==> src/pkg/xrs_regs.vh <==
`ifndef XRS_REGS_VH
`define XRS_REGS_VH
// ==========================================================
// clock and scaling
`define XRS_CLK_HZ        20000000
`define XRS_MS_PER_S      1000
`define XRS_FS_CODE       12'hfff
`define XRS_LOW_PCT       7'h05
`define XRS_THR_PCT       7'h1e
`define XRS_PCT_DIV       7'h64
// ==========================================================
// register indices
`define XRS_A_CTRL        4'h0
`define XRS_A_CMD         4'h1
`define XRS_A_KV_SET      4'h2
`define XRS_A_CUR_SET     4'h3
`define XRS_A_FIL_SET     4'h4
`define XRS_A_KV_MS       4'h5
`define XRS_A_FIL_MS      4'h6
`define XRS_A_CUR_MS      4'h7
`define XRS_A_HOLD_MS     4'h8
`define XRS_A_ARC_LIM     4'h9
`define XRS_A_ARC_MS      4'ha
`define XRS_A_QU_MS       4'hb
`define XRS_A_STATUS      4'hc
// ==========================================================
// control bits and command bits
`define XRS_C_CTL_RAMP    0
`define XRS_C_SP_RAMP     1
`define XRS_C_DEF_REM     2
`define XRS_C_ARC_EN      3
`define XRS_C_NO_RERAMP   4
`define XRS_CTRL_RST      5'h08
`define XRS_K_REMOTE      0
`define XRS_K_LOCAL       1
`define XRS_K_HV_ON       2
`define XRS_K_HV_OFF      3
`define XRS_K_CLEAR       4
`define XRS_K_SAVE        5
// ==========================================================
// times in ms and arc counts: defaults, standard ramps and limits
`define XRS_STD_KV_MS     16'd5000
`define XRS_STD_FIL_MS    16'd2500
`define XRS_KV_MS_RST     16'd5000
`define XRS_KV_MS_MIN     16'd1000
`define XRS_KV_MS_MAX     16'd20000
`define XRS_FIL_MS_RST    16'd30000
`define XRS_FIL_MS_MIN    16'd500
`define XRS_FIL_MS_MAX    16'd30000
`define XRS_CUR_MS_RST    16'd5000
`define XRS_CUR_MS_MIN    16'd500
`define XRS_CUR_MS_MAX    16'd5000
`define XRS_HOLD_MS_RST   16'd30000
`define XRS_HOLD_MS_MIN   16'd1000
`define XRS_HOLD_MS_MAX   16'd30000
`define XRS_ARC_LIM_RST   16'd4
`define XRS_ARC_LIM_MIN   16'd2
`define XRS_ARC_LIM_MAX   16'd10
`define XRS_ARC_MS_RST    16'd10000
`define XRS_ARC_MS_MIN    16'd10000
`define XRS_ARC_MS_MAX    16'd20000
`define XRS_QU_MS_RST     16'd150
`define XRS_QU_MS_MIN     16'd50
`define XRS_QU_MS_MAX     16'd300
`endif

==> src/rtl/xrs_sequencer.v <==
// The address-and-strobe port and the placing of the registers were decided locally.
`timescale 1ns/1ns
`include "xrs_regs.vh"
// Notes on behaviour
// after kv ramp, current program steps to 5% and holds
// filament ramps upward during the current hold period
// after hold, current ramps from low level to final value
// default controlled kv ramp is 5 s full scale
// default controlled filament ramp is 30 s full scale
// default hold 30 s, then current ramp 5 s full scale
// controlled ramp off as shipped; active only once enabled and saved
// set-point ramping slews kv and current on program changes
// ramp times are full-scale; smaller changes take proportionally less
// set-point ramp enable takes effect on save; defaults off
// arc control on by default: 4 arcs, 10 s, 150 ms, re-ramp on
// arc shutdown when arc count (2..10) occurs within period
// arc period settable 10..20 s, arcs counted against it
// each arc turns hv off for quench time, 50..300 ms
// after quench kv re-ramps, controlled or standard ramp
// suppress-post-arc-ramp restores output without ramp; here kv still slews over kv_ms_r when set-point ramp is on
// power up local; remote only by interface command
// saved default-remote powers up remote, ignores local enable
// remote command while enabled in local: shutdown and fault
// clear command removes the mode-change fault
// local mode: hv only while enable contact closed
// remote mode: contact is interlock for interface enable
// standard ramps: 5 s kv, 2.5 s filament after kv passes 30%
// arcs older than the period drop out of a sliding window
module xrs_sequencer
#(
  parameter W         = 12,
  parameter MS_CYCLES = `XRS_CLK_HZ / `XRS_MS_PER_S,
  parameter AW        = 4
)
(
  input  wire         sys_clk,
  input  wire         reset_n,
  input  wire         enable_contact,
  input  wire         arc_detect,
  input  wire [4:0]   nv_ctrl,
  input  wire [3:0]   addr,
  input  wire [15:0]  wr_data,
  input  wire         wr_en,
  input  wire         rd_en,
  output reg  [15:0]  rd_data_r,
  output wire [W-1:0] kv_prog,
  output wire [W-1:0] cur_prog,
  output wire [W-1:0] fil_prog,
  output reg          hv_on_r,
  output reg          ps_fault_r,
  output reg          arc_shutdown_r,
  output reg          remote_mode_r,
  output reg          nv_save_r
);
  localparam S_OFF  = 3'h0;
  localparam S_KV   = 3'h1;
  localparam S_HOLD = 3'h2;
  localparam S_IR   = 3'h3;
  localparam S_ON   = 3'h4;
  localparam S_QU   = 3'h5;

  // ==========================================================
  // helpers
  function [15:0] clamp;
    input [15:0] v;
    input [15:0] lo;
    input [15:0] hi;
    begin
      clamp = (v < lo) ? lo : ((v > hi) ? hi : v);
    end
  endfunction

  function [31:0] ms2cyc;
    input [15:0] ms;
    begin
      ms2cyc = ms * MS_CYCLES;
    end
  endfunction

  // percentage of a code; product kept wide so it cannot wrap
  function [W-1:0] pct;
    input [W-1:0] v;
    input [6:0]   p;
    reg   [W+6:0] t;
    begin
      t   = (v * p) / `XRS_PCT_DIV;
      pct = t[W-1:0];
    end
  endfunction

  // ==========================================================
  // pin synchronisers
  reg  [1:0]   cont_s_r;
  reg  [2:0]   arc_s_r;
  reg  [4:0]   nv1_r;
  reg  [4:0]   nv2_r;
  reg  [1:0]   boot_r;
  wire         contact;
  wire         arc_edge;

  always @(posedge sys_clk or negedge reset_n)
  begin
    if (!reset_n)
    begin
      cont_s_r <= 2'h0;
      arc_s_r  <= 3'h0;
      nv1_r    <= 5'h00;
      nv2_r    <= 5'h00;
      boot_r   <= 2'h0;
    end
    else
    begin
      cont_s_r <= {cont_s_r[0], enable_contact};
      arc_s_r  <= {arc_s_r[1:0], arc_detect};
      nv1_r    <= nv_ctrl;
      nv2_r    <= nv1_r;
      if (boot_r != 2'h3)
        boot_r <= boot_r + 2'h1;
    end
  end

  assign contact  = cont_s_r[1];
  assign arc_edge = arc_s_r[1] & ~arc_s_r[2];

  // ==========================================================
  // millisecond time base and timestamp
  reg  [31:0]  ms_div_r;
  reg  [31:0]  ms_now_r;
  wire         ms_tick;

  assign ms_tick = (ms_div_r == MS_CYCLES - 1);

  always @(posedge sys_clk or negedge reset_n)
  begin
    if (!reset_n)
    begin
      ms_div_r <= 32'h0000_0000;
      ms_now_r <= 32'h0000_0000;
    end
    else if (ms_tick)
    begin
      ms_div_r <= 32'h0000_0000;
      ms_now_r <= ms_now_r + 32'h0000_0001;
    end
    else
      ms_div_r <= ms_div_r + 32'h0000_0001;
  end

  // ==========================================================
  // register file
  reg  [4:0]   ctrl_r;
  reg  [4:0]   act_r;
  reg  [W-1:0] kv_set_r;
  reg  [W-1:0] cur_set_r;
  reg  [W-1:0] fil_set_r;
  reg  [15:0]  kv_ms_r;
  reg  [15:0]  fil_ms_r;
  reg  [15:0]  cur_ms_r;
  reg  [15:0]  hold_ms_r;
  reg  [15:0]  arc_lim_r;
  reg  [15:0]  arc_ms_r;
  reg  [15:0]  qu_ms_r;
  wire         wr_cmd;

  assign wr_cmd = wr_en && (addr == `XRS_A_CMD);

  // working values change at once; feature bits wait for save
  always @(posedge sys_clk or negedge reset_n)
  begin
    if (!reset_n)
    begin
      ctrl_r    <= `XRS_CTRL_RST;
      act_r     <= `XRS_CTRL_RST;
      kv_set_r  <= {W{1'b0}};
      cur_set_r <= {W{1'b0}};
      fil_set_r <= {W{1'b0}};
      kv_ms_r   <= `XRS_KV_MS_RST;
      fil_ms_r  <= `XRS_FIL_MS_RST;
      cur_ms_r  <= `XRS_CUR_MS_RST;
      hold_ms_r <= `XRS_HOLD_MS_RST;
      arc_lim_r <= `XRS_ARC_LIM_RST;
      arc_ms_r  <= `XRS_ARC_MS_RST;
      qu_ms_r   <= `XRS_QU_MS_RST;
      nv_save_r <= 1'b0;
    end
    else
    begin
      nv_save_r <= wr_cmd && wr_data[`XRS_K_SAVE];
      if (boot_r == 2'h2)
      begin
        ctrl_r <= nv2_r;                       // stored settings at boot
        act_r  <= nv2_r;
      end
      else if (wr_cmd && wr_data[`XRS_K_SAVE])
        act_r <= ctrl_r;
      if (wr_en)
        case (addr)
          `XRS_A_CTRL:    ctrl_r    <= wr_data[4:0];
          `XRS_A_KV_SET:  kv_set_r  <= wr_data[W-1:0];
          `XRS_A_CUR_SET: cur_set_r <= wr_data[W-1:0];
          `XRS_A_FIL_SET: fil_set_r <= wr_data[W-1:0];
          `XRS_A_KV_MS:   kv_ms_r   <= clamp(wr_data,
                            `XRS_KV_MS_MIN, `XRS_KV_MS_MAX);
          `XRS_A_FIL_MS:  fil_ms_r  <= clamp(wr_data,
                            `XRS_FIL_MS_MIN, `XRS_FIL_MS_MAX);
          `XRS_A_CUR_MS:  cur_ms_r  <= clamp(wr_data,
                            `XRS_CUR_MS_MIN, `XRS_CUR_MS_MAX);
          `XRS_A_HOLD_MS: hold_ms_r <= clamp(wr_data,
                            `XRS_HOLD_MS_MIN, `XRS_HOLD_MS_MAX);
          `XRS_A_ARC_LIM: arc_lim_r <= clamp(wr_data,
                            `XRS_ARC_LIM_MIN, `XRS_ARC_LIM_MAX);
          `XRS_A_ARC_MS:  arc_ms_r  <= clamp(wr_data,
                            `XRS_ARC_MS_MIN, `XRS_ARC_MS_MAX);
          `XRS_A_QU_MS:   qu_ms_r   <= clamp(wr_data,
                            `XRS_QU_MS_MIN, `XRS_QU_MS_MAX);
          default: ;
        endcase
    end
  end

  wire ctl_on  = act_r[`XRS_C_CTL_RAMP];
  wire sp_on   = act_r[`XRS_C_SP_RAMP];
  wire arc_on  = act_r[`XRS_C_ARC_EN];
  wire no_rr   = act_r[`XRS_C_NO_RERAMP];

  // ==========================================================
  // sliding arc window: fifo of timestamps, oldest expires
  reg  [AW:0]  wp_r;
  reg  [AW:0]  rp_r;
  reg  [1:0]   settle_r;
  wire [31:0]  oldest;
  wire [AW:0]  arc_cnt;
  wire         arc_ev;
  wire         arc_pop;
  wire         arc_trip;
  reg  [2:0]   state_r;

  assign arc_cnt  = wp_r - rp_r;
  assign arc_ev   = arc_edge && arc_on &&
                    (state_r != S_OFF) && (state_r != S_QU);
  // memory read lags a pointer move by two edges
  assign arc_pop  = (arc_cnt != {(AW+1){1'b0}}) && (settle_r == 2'h0)
                    && ((ms_now_r - oldest) >= {16'h0000, arc_ms_r});
  assign arc_trip = arc_ev && ({{(15-AW){1'b0}}, arc_cnt} + 16'h0001
                    >= arc_lim_r);

  xrs_arc_mem #(.AW(AW), .DW(32)) u_arc_mem
  (
    .sys_clk   (sys_clk),
    .wr_en     (arc_ev),
    .wr_addr   (wp_r[AW-1:0]),
    .wr_data   (ms_now_r),
    .rd_addr   (rp_r[AW-1:0]),
    .rd_data_r (oldest)
  );

  always @(posedge sys_clk or negedge reset_n)
  begin
    if (!reset_n)
    begin
      wp_r     <= {(AW+1){1'b0}};
      rp_r     <= {(AW+1){1'b0}};
      settle_r <= 2'h3;
    end
    else
    begin
      settle_r <= {settle_r[0], arc_ev | arc_pop};
      if (arc_ev)
        wp_r <= wp_r + {{AW{1'b0}}, 1'b1};
      if (arc_pop)
        rp_r <= rp_r + {{AW{1'b0}}, 1'b1};
    end
  end

  // ==========================================================
  // mode, enable, fault
  reg          rem_en_r;
  reg  [15:0]  tmr_r;
  reg          rearc_r;
  reg          fil_arm_r;
  wire         run_ok;
  wire         cmd_clr;

  assign cmd_clr = wr_cmd && wr_data[`XRS_K_CLEAR];
  assign run_ok  = (boot_r == 2'h3) && contact &&
                   (!remote_mode_r || rem_en_r) &&
                   !ps_fault_r && !arc_shutdown_r;

  always @(posedge sys_clk or negedge reset_n)
  begin
    if (!reset_n)
    begin
      remote_mode_r  <= 1'b0;
      rem_en_r       <= 1'b0;
      ps_fault_r     <= 1'b0;
      arc_shutdown_r <= 1'b0;
    end
    else
    begin
      if (boot_r == 2'h2)
        remote_mode_r <= nv2_r[`XRS_C_DEF_REM];
      else if (wr_cmd && wr_data[`XRS_K_REMOTE])
        remote_mode_r <= 1'b1;
      else if (wr_cmd && wr_data[`XRS_K_LOCAL])
        remote_mode_r <= 1'b0;
      // interface enable needs the contact closed
      if (!remote_mode_r || !contact || ps_fault_r ||
          (wr_cmd && wr_data[`XRS_K_HV_OFF]))
        rem_en_r <= 1'b0;
      else if (wr_cmd && wr_data[`XRS_K_HV_ON])
        rem_en_r <= 1'b1;
      // set wins over clear in the same cycle
      if (wr_cmd && wr_data[`XRS_K_REMOTE] && !remote_mode_r &&
          state_r != S_OFF)
        ps_fault_r <= 1'b1;
      else if (cmd_clr)
        ps_fault_r <= 1'b0;
      if (arc_trip)
        arc_shutdown_r <= 1'b1;
      else if (cmd_clr)
        arc_shutdown_r <= 1'b0;
    end
  end

  // ==========================================================
  // ramp sequence
  wire         kv_done;
  wire         cur_done;
  wire [W-1:0] kv_thr;
  wire [W-1:0] cur_low;

  assign kv_thr  = pct(`XRS_FS_CODE, `XRS_THR_PCT);
  assign cur_low = pct(cur_set_r, `XRS_LOW_PCT);

  always @(posedge sys_clk or negedge reset_n)
  begin
    if (!reset_n)
    begin
      state_r   <= S_OFF;
      tmr_r     <= 16'h0000;
      rearc_r   <= 1'b0;
      fil_arm_r <= 1'b0;
      hv_on_r   <= 1'b0;
    end
    else
    begin
      hv_on_r <= run_ok && (state_r != S_OFF) &&
                 (state_r != S_QU) && !arc_ev;
      if (ms_tick)
        tmr_r <= tmr_r + 16'h0001;
      if (!run_ok)
      begin
        state_r   <= S_OFF;
        rearc_r   <= 1'b0;
        fil_arm_r <= 1'b0;
      end
      else if (arc_ev)
      begin
        state_r <= S_QU;
        tmr_r   <= 16'h0000;
      end
      else
        case (state_r)
          S_OFF:
            state_r <= S_KV;
          S_KV:
          begin
            if (!ctl_on && kv_prog > kv_thr)
              fil_arm_r <= 1'b1;
            if (kv_done)
            begin
              tmr_r   <= 16'h0000;
              rearc_r <= 1'b0;
              if (ctl_on && !rearc_r)
              begin
                state_r   <= S_HOLD;
                fil_arm_r <= 1'b1;
              end
              else
                state_r <= S_ON;
            end
          end
          S_HOLD:
            if (tmr_r >= hold_ms_r)
              state_r <= S_IR;
          S_IR:
            if (cur_done)
              state_r <= S_ON;
          S_ON:
            state_r <= S_ON;
          S_QU:
            if (tmr_r >= qu_ms_r)
            begin
              state_r <= no_rr ? S_ON : S_KV;
              rearc_r <= !no_rr;
            end
          default:
            state_r <= S_OFF;
        endcase
    end
  end

  // ==========================================================
  // targets, spans and slew choice per channel
  reg  [W-1:0] kv_tgt;
  reg  [W-1:0] cur_tgt;
  reg  [31:0]  kv_span;
  reg          kv_slew;
  reg          cur_slew;
  wire [31:0]  cur_span;
  wire [31:0]  fil_span;

  assign cur_span = ms2cyc(cur_ms_r);
  assign fil_span = ms2cyc(ctl_on ? fil_ms_r :
                           `XRS_STD_FIL_MS);

  always @*
  begin
    kv_tgt   = kv_set_r;
    kv_slew  = 1'b0;
    cur_tgt  = cur_set_r;
    cur_slew = 1'b0;
    kv_span  = ms2cyc((ctl_on || state_r == S_ON) ? kv_ms_r :
                      `XRS_STD_KV_MS);
    case (state_r)
      S_KV:
      begin
        kv_slew = 1'b1;
        cur_tgt = rearc_r ? cur_set_r : {W{1'b0}};
      end
      S_HOLD:
        cur_tgt = cur_low;
      S_IR:
        cur_slew = 1'b1;
      S_ON:
      begin
        kv_slew  = sp_on;
        cur_slew = sp_on;
      end
      S_QU:
        kv_tgt = {W{1'b0}};
      default:
      begin
        kv_tgt  = {W{1'b0}};
        cur_tgt = {W{1'b0}};
      end
    endcase
  end

  xrs_ramp #(.W(W)) u_kv
  (
    .sys_clk (sys_clk),
    .reset_n (reset_n),
    .target  (kv_tgt),
    .span    (kv_span),
    .slew    (kv_slew),
    .value_r (kv_prog),
    .done    (kv_done)
  );

  xrs_ramp #(.W(W)) u_cur
  (
    .sys_clk (sys_clk),
    .reset_n (reset_n),
    .target  (cur_tgt),
    .span    (cur_span),
    .slew    (cur_slew),
    .value_r (cur_prog),
    .done    (cur_done)
  );

  // filament only ramps upward once armed, drops at once
  xrs_ramp #(.W(W)) u_fil
  (
    .sys_clk (sys_clk),
    .reset_n (reset_n),
    .target  (fil_arm_r ? fil_set_r : {W{1'b0}}),
    .span    (fil_span),
    .slew    (fil_arm_r),
    .value_r (fil_prog),
    .done    ()
  );

  // ==========================================================
  // read port, data one cycle after the strobe
  always @(posedge sys_clk or negedge reset_n)
  begin
    if (!reset_n)
      rd_data_r <= 16'h0000;
    else if (!rd_en)
      rd_data_r <= 16'h0000;
    else
      case (addr)
        `XRS_A_CTRL:    rd_data_r <= {3'h0, act_r, 3'h0, ctrl_r};
        `XRS_A_KV_SET:  rd_data_r <= {{(16-W){1'b0}}, kv_set_r};
        `XRS_A_CUR_SET: rd_data_r <= {{(16-W){1'b0}}, cur_set_r};
        `XRS_A_FIL_SET: rd_data_r <= {{(16-W){1'b0}}, fil_set_r};
        `XRS_A_KV_MS:   rd_data_r <= kv_ms_r;
        `XRS_A_FIL_MS:  rd_data_r <= fil_ms_r;
        `XRS_A_CUR_MS:  rd_data_r <= cur_ms_r;
        `XRS_A_HOLD_MS: rd_data_r <= hold_ms_r;
        `XRS_A_ARC_LIM: rd_data_r <= arc_lim_r;
        `XRS_A_ARC_MS:  rd_data_r <= arc_ms_r;
        `XRS_A_QU_MS:   rd_data_r <= qu_ms_r;
        `XRS_A_STATUS:  rd_data_r <= {{(7-AW){1'b0}}, arc_cnt,
                          contact, hv_on_r, arc_shutdown_r,
                          ps_fault_r, remote_mode_r, state_r};
        default:        rd_data_r <= 16'h0000;
      endcase
  end
endmodule // xrs_sequencer

==> src/rtl/xrs_ramp.v <==
`timescale 1ns/1ns
`include "xrs_regs.vh"
module xrs_ramp
#(
  parameter W = 12
)
(
  input  wire         sys_clk,
  input  wire         reset_n,
  input  wire [W-1:0] target,
  input  wire [31:0]  span,
  input  wire         slew,
  output reg  [W-1:0] value_r,
  output wire         done
);
  reg  [31:0] acc_r;
  wire [31:0] acc_sum;

  // full-scale code added every clock; one lsb per span overflow,
  // so a half-scale change takes half the span
  assign acc_sum = acc_r + {{(32-W){1'b0}}, `XRS_FS_CODE};
  assign done    = (value_r == target);

  // ==========================================================
  // slew engine
  always @(posedge sys_clk or negedge reset_n)
  begin
    if (!reset_n)
    begin
      value_r <= {W{1'b0}};
      acc_r   <= 32'h0000_0000;
    end
    else if (!slew || done)
    begin
      value_r <= target;
      acc_r   <= 32'h0000_0000;
    end
    else if (acc_sum >= span)
    begin
      acc_r <= acc_sum - span;
      if (target > value_r)
        value_r <= value_r + {{(W-1){1'b0}}, 1'b1};
      else
        value_r <= value_r - {{(W-1){1'b0}}, 1'b1};
    end
    else
      acc_r <= acc_sum;
  end
endmodule // xrs_ramp

==> src/rtl/xrs_arc_mem.v <==
`timescale 1ns/1ns
module xrs_arc_mem
#(
  parameter AW = 4,
  parameter DW = 32
)
(
  input  wire          sys_clk,
  input  wire          wr_en,
  input  wire [AW-1:0] wr_addr,
  input  wire [DW-1:0] wr_data,
  input  wire [AW-1:0] rd_addr,
  output reg  [DW-1:0] rd_data_r
);
  reg [DW-1:0] mem [0:(1<<AW)-1];

  // ==========================================================
  // timestamp store, registered read, no reset needed
  always @(posedge sys_clk)
  begin
    if (wr_en)
      mem[wr_addr] <= wr_data;
    rd_data_r <= mem[rd_addr];
  end
endmodule // xrs_arc_mem

==> config.mk <==
export PLATFORM = sky130hd
export DESIGN_NAME = xrs_sequencer
export DESIGN_NICKNAME = d
export VERILOG_FILES = /design/src/rtl/xrs_sequencer.v /design/src/rtl/xrs_ramp.v /design/src/rtl/xrs_arc_mem.v
export VERILOG_INCLUDE_DIRS = /design/src /design/src/pkg
export SDC_FILE = /design/constraint.sdc
export NUM_CORES = 2
export LEC_CHECK = 0
export ABC_AREA = 0
export BUFFER_PORTS_ARGS = -buffer_cell sky130_fd_sc_hd__buf_2
export CAP_MARGIN = 20
export CORE_ASPECT_RATIO = 1.1
export CORE_UTILIZATION = 62
export CTS_BUF_LIST = sky130_fd_sc_hd__clkbuf_2 sky130_fd_sc_hd__clkbuf_4 sky130_fd_sc_hd__clkbuf_8
export CTS_CLUSTER_SIZE = 25
export DETAILED_ROUTE_END_ITERATION = 16
export GPL_ROUTABILITY_DRIVEN = 0
export PLACE_DENSITY = 0.79
export SETUP_SLACK_MARGIN = 0.4
export SLEW_MARGIN = 0
export SYNTH_ARGS = -nofsm -noshare
export SYNTH_HDL_FRONTEND = slang
export SYNTH_SLANG_ARGS = --single-unit
export TNS_END_PERCENT = 5
==> constraint.sdc <==
create_clock -name sys_clk -period 26.7 [get_ports sys_clk]
set_input_delay 1.335 -clock sys_clk [delete_from_list [all_inputs] [get_ports sys_clk]]
set_output_delay 1.335 -clock sys_clk [all_outputs]
set_load 0.05 [all_outputs]
* Word level (Yosys, flattened, before mapping)
Memory sizes are Yosys's and may differ from the RTL's. A register that Yosys moved wholly into a read port is not among the register bits. Cells that the tools add are included.
Cells by class: $add $sub $neg 21, $mul 4, divide/modulo/power cells 1, $lt $le $gt $ge 21, eq/ne operators 34, multiplexer cells 78, bitwise gates (word level) 3, reductions and logical operators 71
Operators by type and width (number):
- two-way mux 16 bit | 20
- two-way mux 32 bit | 7
- one-hot mux 16 bit (12 select lines) | 1
- two-way mux 12 bit | 12
- adder 32 x 12 -> 32 bit (second input constant) | 3
- >= comparator 32 x 31 -> 1 bit | 3
- subtractor 32 x 31 -> 32 bit | 3
- multiplier 16 x 10 -> 26 bit (second input constant) | 3
- adder 32 x 1 -> 32 bit (second input constant) | 2
- adder 12 x 1 -> 12 bit (second input constant) | 3
- equality test 12 bit | 3
- > comparator 12 bit | 3
- one-hot mux 12 bit (3 select lines) | 1
- subtractor 12 x 1 -> 12 bit (second input constant) | 3
- equality test 32 x 15 -> 1 bit (second input constant) | 1
- >= comparator 16 bit | 2
- >= comparator 32 x 16 -> 1 bit | 1
- > comparator 16 x 15 -> 1 bit (second input constant) | 2
- subtractor 32 bit | 1
- two-way mux 5 bit | 5
- logical AND 1 bit | 24
- two-way mux 3 bit | 8
- AND reduction 2 bit | 11
- equality test 4 bit (second input constant) | 5
- 48 further kinds | 106
Word-level totals: register bits after elaboration 426, memory bits (writable) 512, bits of input ports 31, output and inout port bits 57, logic and storage cells 273, memories kept 1
Memory list:
- u_arc_mem.mem | depth 16, width 32, read ports 1, clocked after Yosys merged registers in 1, write ports 1, line xrs_arc_mem.v:15 | reg [DW-1:0] mem [0:(1<<AW)-1];

* Longest topological paths before layout
depth after elaboration 8, mapped depth 48

* By module
A second synthesis with hierarchy kept.
Unflattened totals: cell total of the unflattened synthesis 5667, area total of the unflattened synthesis 60523.0 um2
By module, submodules not included:
- xrs_sequencer | instances 1, cells an instance 2873, area each 25921.1 um2, sequential area each 7404.6 um2
- xrs_arc_mem | instances 1, cells an instance 838, area each 19835.3 um2, sequential area each 16015.4 um2
- xrs_ramp | instances 3, cells an instance 652, area each 4922.2 um2, sequential area each 1101.1 um2

* Worst setup path before layout
OpenSTA, ideal clock, no wires.
path type register to register, from register cur_set_r[1], to register u_cur.value_r[11], library setup time 0.135 ns, data arrival time 9.479 ns, data required time 26.565 ns, slack 17.085 ns, stages on the path, launching flop included 48, path through dfrtp_1 ha_1 ha_1 fa_1 a211o_1 a221o_1 a311o_1 and2_4 buf_6 a21oi_2 o221ai_1 o21a_1 o21a_1 or4_4 nand2_2 a31oi_4 xnor2_1 or4_1 [... 12 more ...] o21ai_0 o211ai_1 nand2_1 ha_1 a21o_1 a21oi_1 o21bai_1 a21oi_1 o21bai_1 a21oi_1 o21bai_1 a21o_1 a21o_1 a21oi_1 xnor2_1 nand2_1 xnor2_1 o21ai_0
Between the ends: longest elaborated chain between the ends 7
RTL lines:
- from (decl) | line xrs_sequencer.v:154 | reg [W-1:0] cur_set_r;
- from (signal assigned) | line xrs_sequencer.v:175 | cur_set_r <= {W{1'b0}};
- from (signal assigned) | line xrs_sequencer.v:200 | `XRS_A_CUR_SET: cur_set_r <= wr_data[W-1:0];
- multiplier 12 x 3 -> 15 bit | line xrs_sequencer.v:86 | t = (v * p) / `XRS_PCT_DIV;
- divider 15 x 7 -> 19 bit (no line)
- one-hot mux 12 bit (3 select lines) * | line xrs_sequencer.v:425 | case (state_r)
- > comparator 12 bit | line xrs_ramp.v:41 | if (target > value_r)
- two-way mux 12 bit | line xrs_ramp.v:41
- two-way mux 12 bit | line xrs_ramp.v:38 | else if (acc_sum >= span)
- two-way mux 12 bit | line xrs_ramp.v:33 | else if (!slew || done)
- to (signal assigned) | line xrs_ramp.v:35 | value_r <= target;
- to (signal assigned) | line xrs_ramp.v:42 | value_r <= value_r + {{(W-1){1'b0}}, 1'b1};
- to (signal assigned) | line xrs_ramp.v:44 | value_r <= value_r - {{(W-1){1'b0}}, 1'b1};
- to (decl) | line xrs_ramp.v:13 | output reg [W-1:0] value_r,
Mark *: on every way between the ends. The rest lies on a longest branch, timed or not. The select of a mux whose other input is x is not followed. A chain may end at the register's enable or synchronous reset.

* Worst setup path after layout
from register cur_set_r[3], to register u_cur.value_r[11]
Same word-level chain as after synthesis.

==> impl_results.md <==
- CP startpoint kind: flip-flop
- Die ar.: 0.0952 mm^2
- Final setup fails: 0
- Post-CTS sizing: 0
- Layout cells sized above 1: 13.3%
- Rows: 117
- CP Launch Point: cur_set_r[3]
- R2R setup slack: 15600 ps
- Measured slew at the worst slew-check pin: 1190 ps
- Die Width: 294 um
- Mapped Nets: 5832
- Seq cells post-synth: 970
- Worst-Skew Late Latency: 870 ps
- Min Tclk post-route: 11100 ps
- Via density: 6.14
- Final net count: 5961
- RSZ-0062 raised after global routing: false
- Final Non-Filler Cells: 6724
- DRT iter0 DRCs: 3656
- Synth Instances: 5206
- Synthesized area: 0.0583 mm^2
- Total gr overflow: 0
- Setup TNS: 0 ps
- Commonest non-fill, non-tap cell in the layout: inv_1
- Nature of the critical path endpoint: flip-flop
- Ys flop type: edfxtp_1
- R2R depth: 45
- Core area: 0.0928 mm^2
- First-pass GRT wire length: 223 mm
- Arr. time, crit path: 11790 ps
- Vias in the first global route: 40600
- Area after DPL: 0.0601 mm^2
- Status: finished clean
- Reg-to-Reg Start: cur_set_r[3]
- Post-synthesis sequential area ratio: 45.9%
- DRT Pass-1 Iters: 7
- # DRC: 0
- Crit path max fanout: 12
- Pwr/cell area: 124 mW/mm^2
- # port buffers: 87
- FF-to-FF End: u_cur.value_r[11]
- Crit path required time: 27390 ps
- Ys Warns: 0
- Max incr delay on CP: 570 ps
- Largest net degree at the start of global routing: 170
- Final slew viol count: 0
- Starting density of the core: 62.8%
- Hold Buf Count CTS: 0
- Setup ws final: 15600 ps
- CTS Buf Count: 154
- Post-synth EDFFs: 512
- CP max-delay cell: a211oi_1
- All-Layer GR Usage: 30.6%
- Clock Path Buffers: 3
- I/O pins: 88
- Fmax: 0.0901 GHz
- Post-route cell area: 0.0635 mm^2
- CTS Sinks: 970
- WL final: 144 mm
- WL/cell: 21.4 um
- Dpl cells: 6428
- Area Growth Syn to Fin: 8.89%
- CTS HTree Levels: 4
- Clock Skew: 46.0 ps
- Distinct cell type count of the synthesized netlist: 103
- WS Path Type: flip-flop to flip-flop
- Min-delay worst type: flip-flop to flip-flop
- CP dominant cell by count: a21oi_1
- Max-slew headroom: 19.9%
- Most frequent cells in the layout: inv_1, edfxtp_1, ha_1, dfrtp_1, nor2_1
- Setup WS pre-CTS: 15900 ps
- Chip Height: 324 um
- Via count of the routed design: 41300
- Clock transition at the registers of the reported paths: 60 ps
- Max_cap viols: 0
- CTS tree: built
- Mean post-synth cell area: 11.2 um^2
- Asr flop ratio synth: 43.9%
- Routed Antenna Nets: 0
- Leak: 27.6 nW
- Tcrit/Tclk final: 41.6%
- IR drop worst, VDD: 0.153 mV
- Post CTS Setup Buffer Count: 0
- Antenna violations before repair: 12
- Root Driver: clkbuf_8
- Detail Placement HPWL: 99.7 mm
- Worst setup endpoint: u_cur.value_r[11]
- Fin. Hold Viols: 0
[metal layers]
metal	track usage (%)	wire length (um)
met2	50.3	69100
met5	0	73
met4	16.2	7770
met3	6.40	11700
met1	38.1	55200
[flip-flops by register name (all words and copies together) (netlist names), 32 cells and up]
name	flops
u_cur.acc_r	32
u_fil.acc_r	32
ms_now_r	32
u_arc_mem.mem	512
u_kv.acc_r	32
u_arc_mem.rd_data_r	32
ms_div_r	32
[cell usage after synthesis (29+ instances only)]
cell | count | area [um^2]
nor2_1 | 335 | 1260
a22oi_1 | 62 | 465
dfrtp_1 | 388 | 9710
dfxtp_1 | 32 | 641
nor2b_1 | 45 | 282
a21o_1 | 83 | 623
fa_1 | 114 | 2280
clkbuf_1 | 129 | 484
dfstp_2 | 38 | 998
nand4_1 | 55 | 344
nor3_1 | 69 | 345
a22o_1 | 36 | 315
and2_1 | 73 | 457
edfxtp_1 | 512 | 15400
nand3_1 | 114 | 571
xor2_1 | 98 | 858
a21oi_1 | 232 | 1160
mux4_2 | 160 | 3600
mux2i_1 | 89 | 891
a211oi_1 | 35 | 263
inv_1 | 625 | 2350
and3_1 | 71 | 444
xnor2_1 | 230 | 2010
mux2_2 | 39 | 439
ha_1 | 481 | 6020
a31oi_1 | 29 | 181
a21boi_0 | 32 | 240
o21ai_0 | 253 | 1270
nand2b_1 | 69 | 432
nand2_1 | 327 | 1230
[logic make-up after synthesis]
family,after synthesis,share of synthesized area [%]
AO/OA/AOI/OAI,981,11.0
XOR/XNOR,328,4.93
adder cells (fa/ha/maj),596,14.3
buffers and inverters,790,5.13
flip-flops,970,45.9
multiplexers,288,8.47
AND/OR/NAND/NOR,1253,10.3
[critical path: cells and delay by family (launching register included)]
| family | cells | cell delay (ps) |
|---|---|---|
| flops | 1 | 450 |
| compound gates | 28 | 6560 |
| simple gates | 8 | 1440 |
| xor+xnor | 4 | 980 |
| fa+ha+maj | 5 | 1530 |
[how the worst min path moves through the flow]
stage                            from     endpoint  slack, ps  depth (start not counted)
after detailed placement  cont_s_r[0]  cont_s_r[1]        340                          0
final                        nv1_r[0]     nv2_r[0]        350                          0
after global placement    cont_s_r[0]  cont_s_r[1]        340                          0
after floorplan            arc_s_r[0]   arc_s_r[1]        330                          0
after global routing         nv1_r[4]     nv2_r[4]        350                          0
after CTS                    nv1_r[0]     nv2_r[0]        350                          0
[metrics by stage]
step	util, %	total power, mW	hold WS (ps)
2_1_floorplan	-	5.52	331
3_3_place_gp	64.7	6.33	336
3_5_place_dp	64.7	6.46	337
6_report	68.4	7.86	346
4_1_cts	68.4	7.84	346
5_1_grt	68.4	8.51	355
[area by class of cell]
cell class | count | area (um^2)
clock buffers | 240 | 2940
multi-input cells | 3446 | 28600
well taps | 1249 | 1560
diodes | 8 | 20.0
flip-flops and latches | 970 | 26700
repair buffers | 135 | 818
inverters | 628 | 2360
clock inverters | 48 | 403
fillers | 6744 | 29400
[where the power goes]
group          switching (mW)  internal, mW  leakage (nW)  total (mW)
clock                   0.615         0.740          1.78        1.36
sequential              0.140          1.67          10.3        1.81
combinational            2.74          1.95          15.6        4.69
Power figures use the tool's default switching activity.
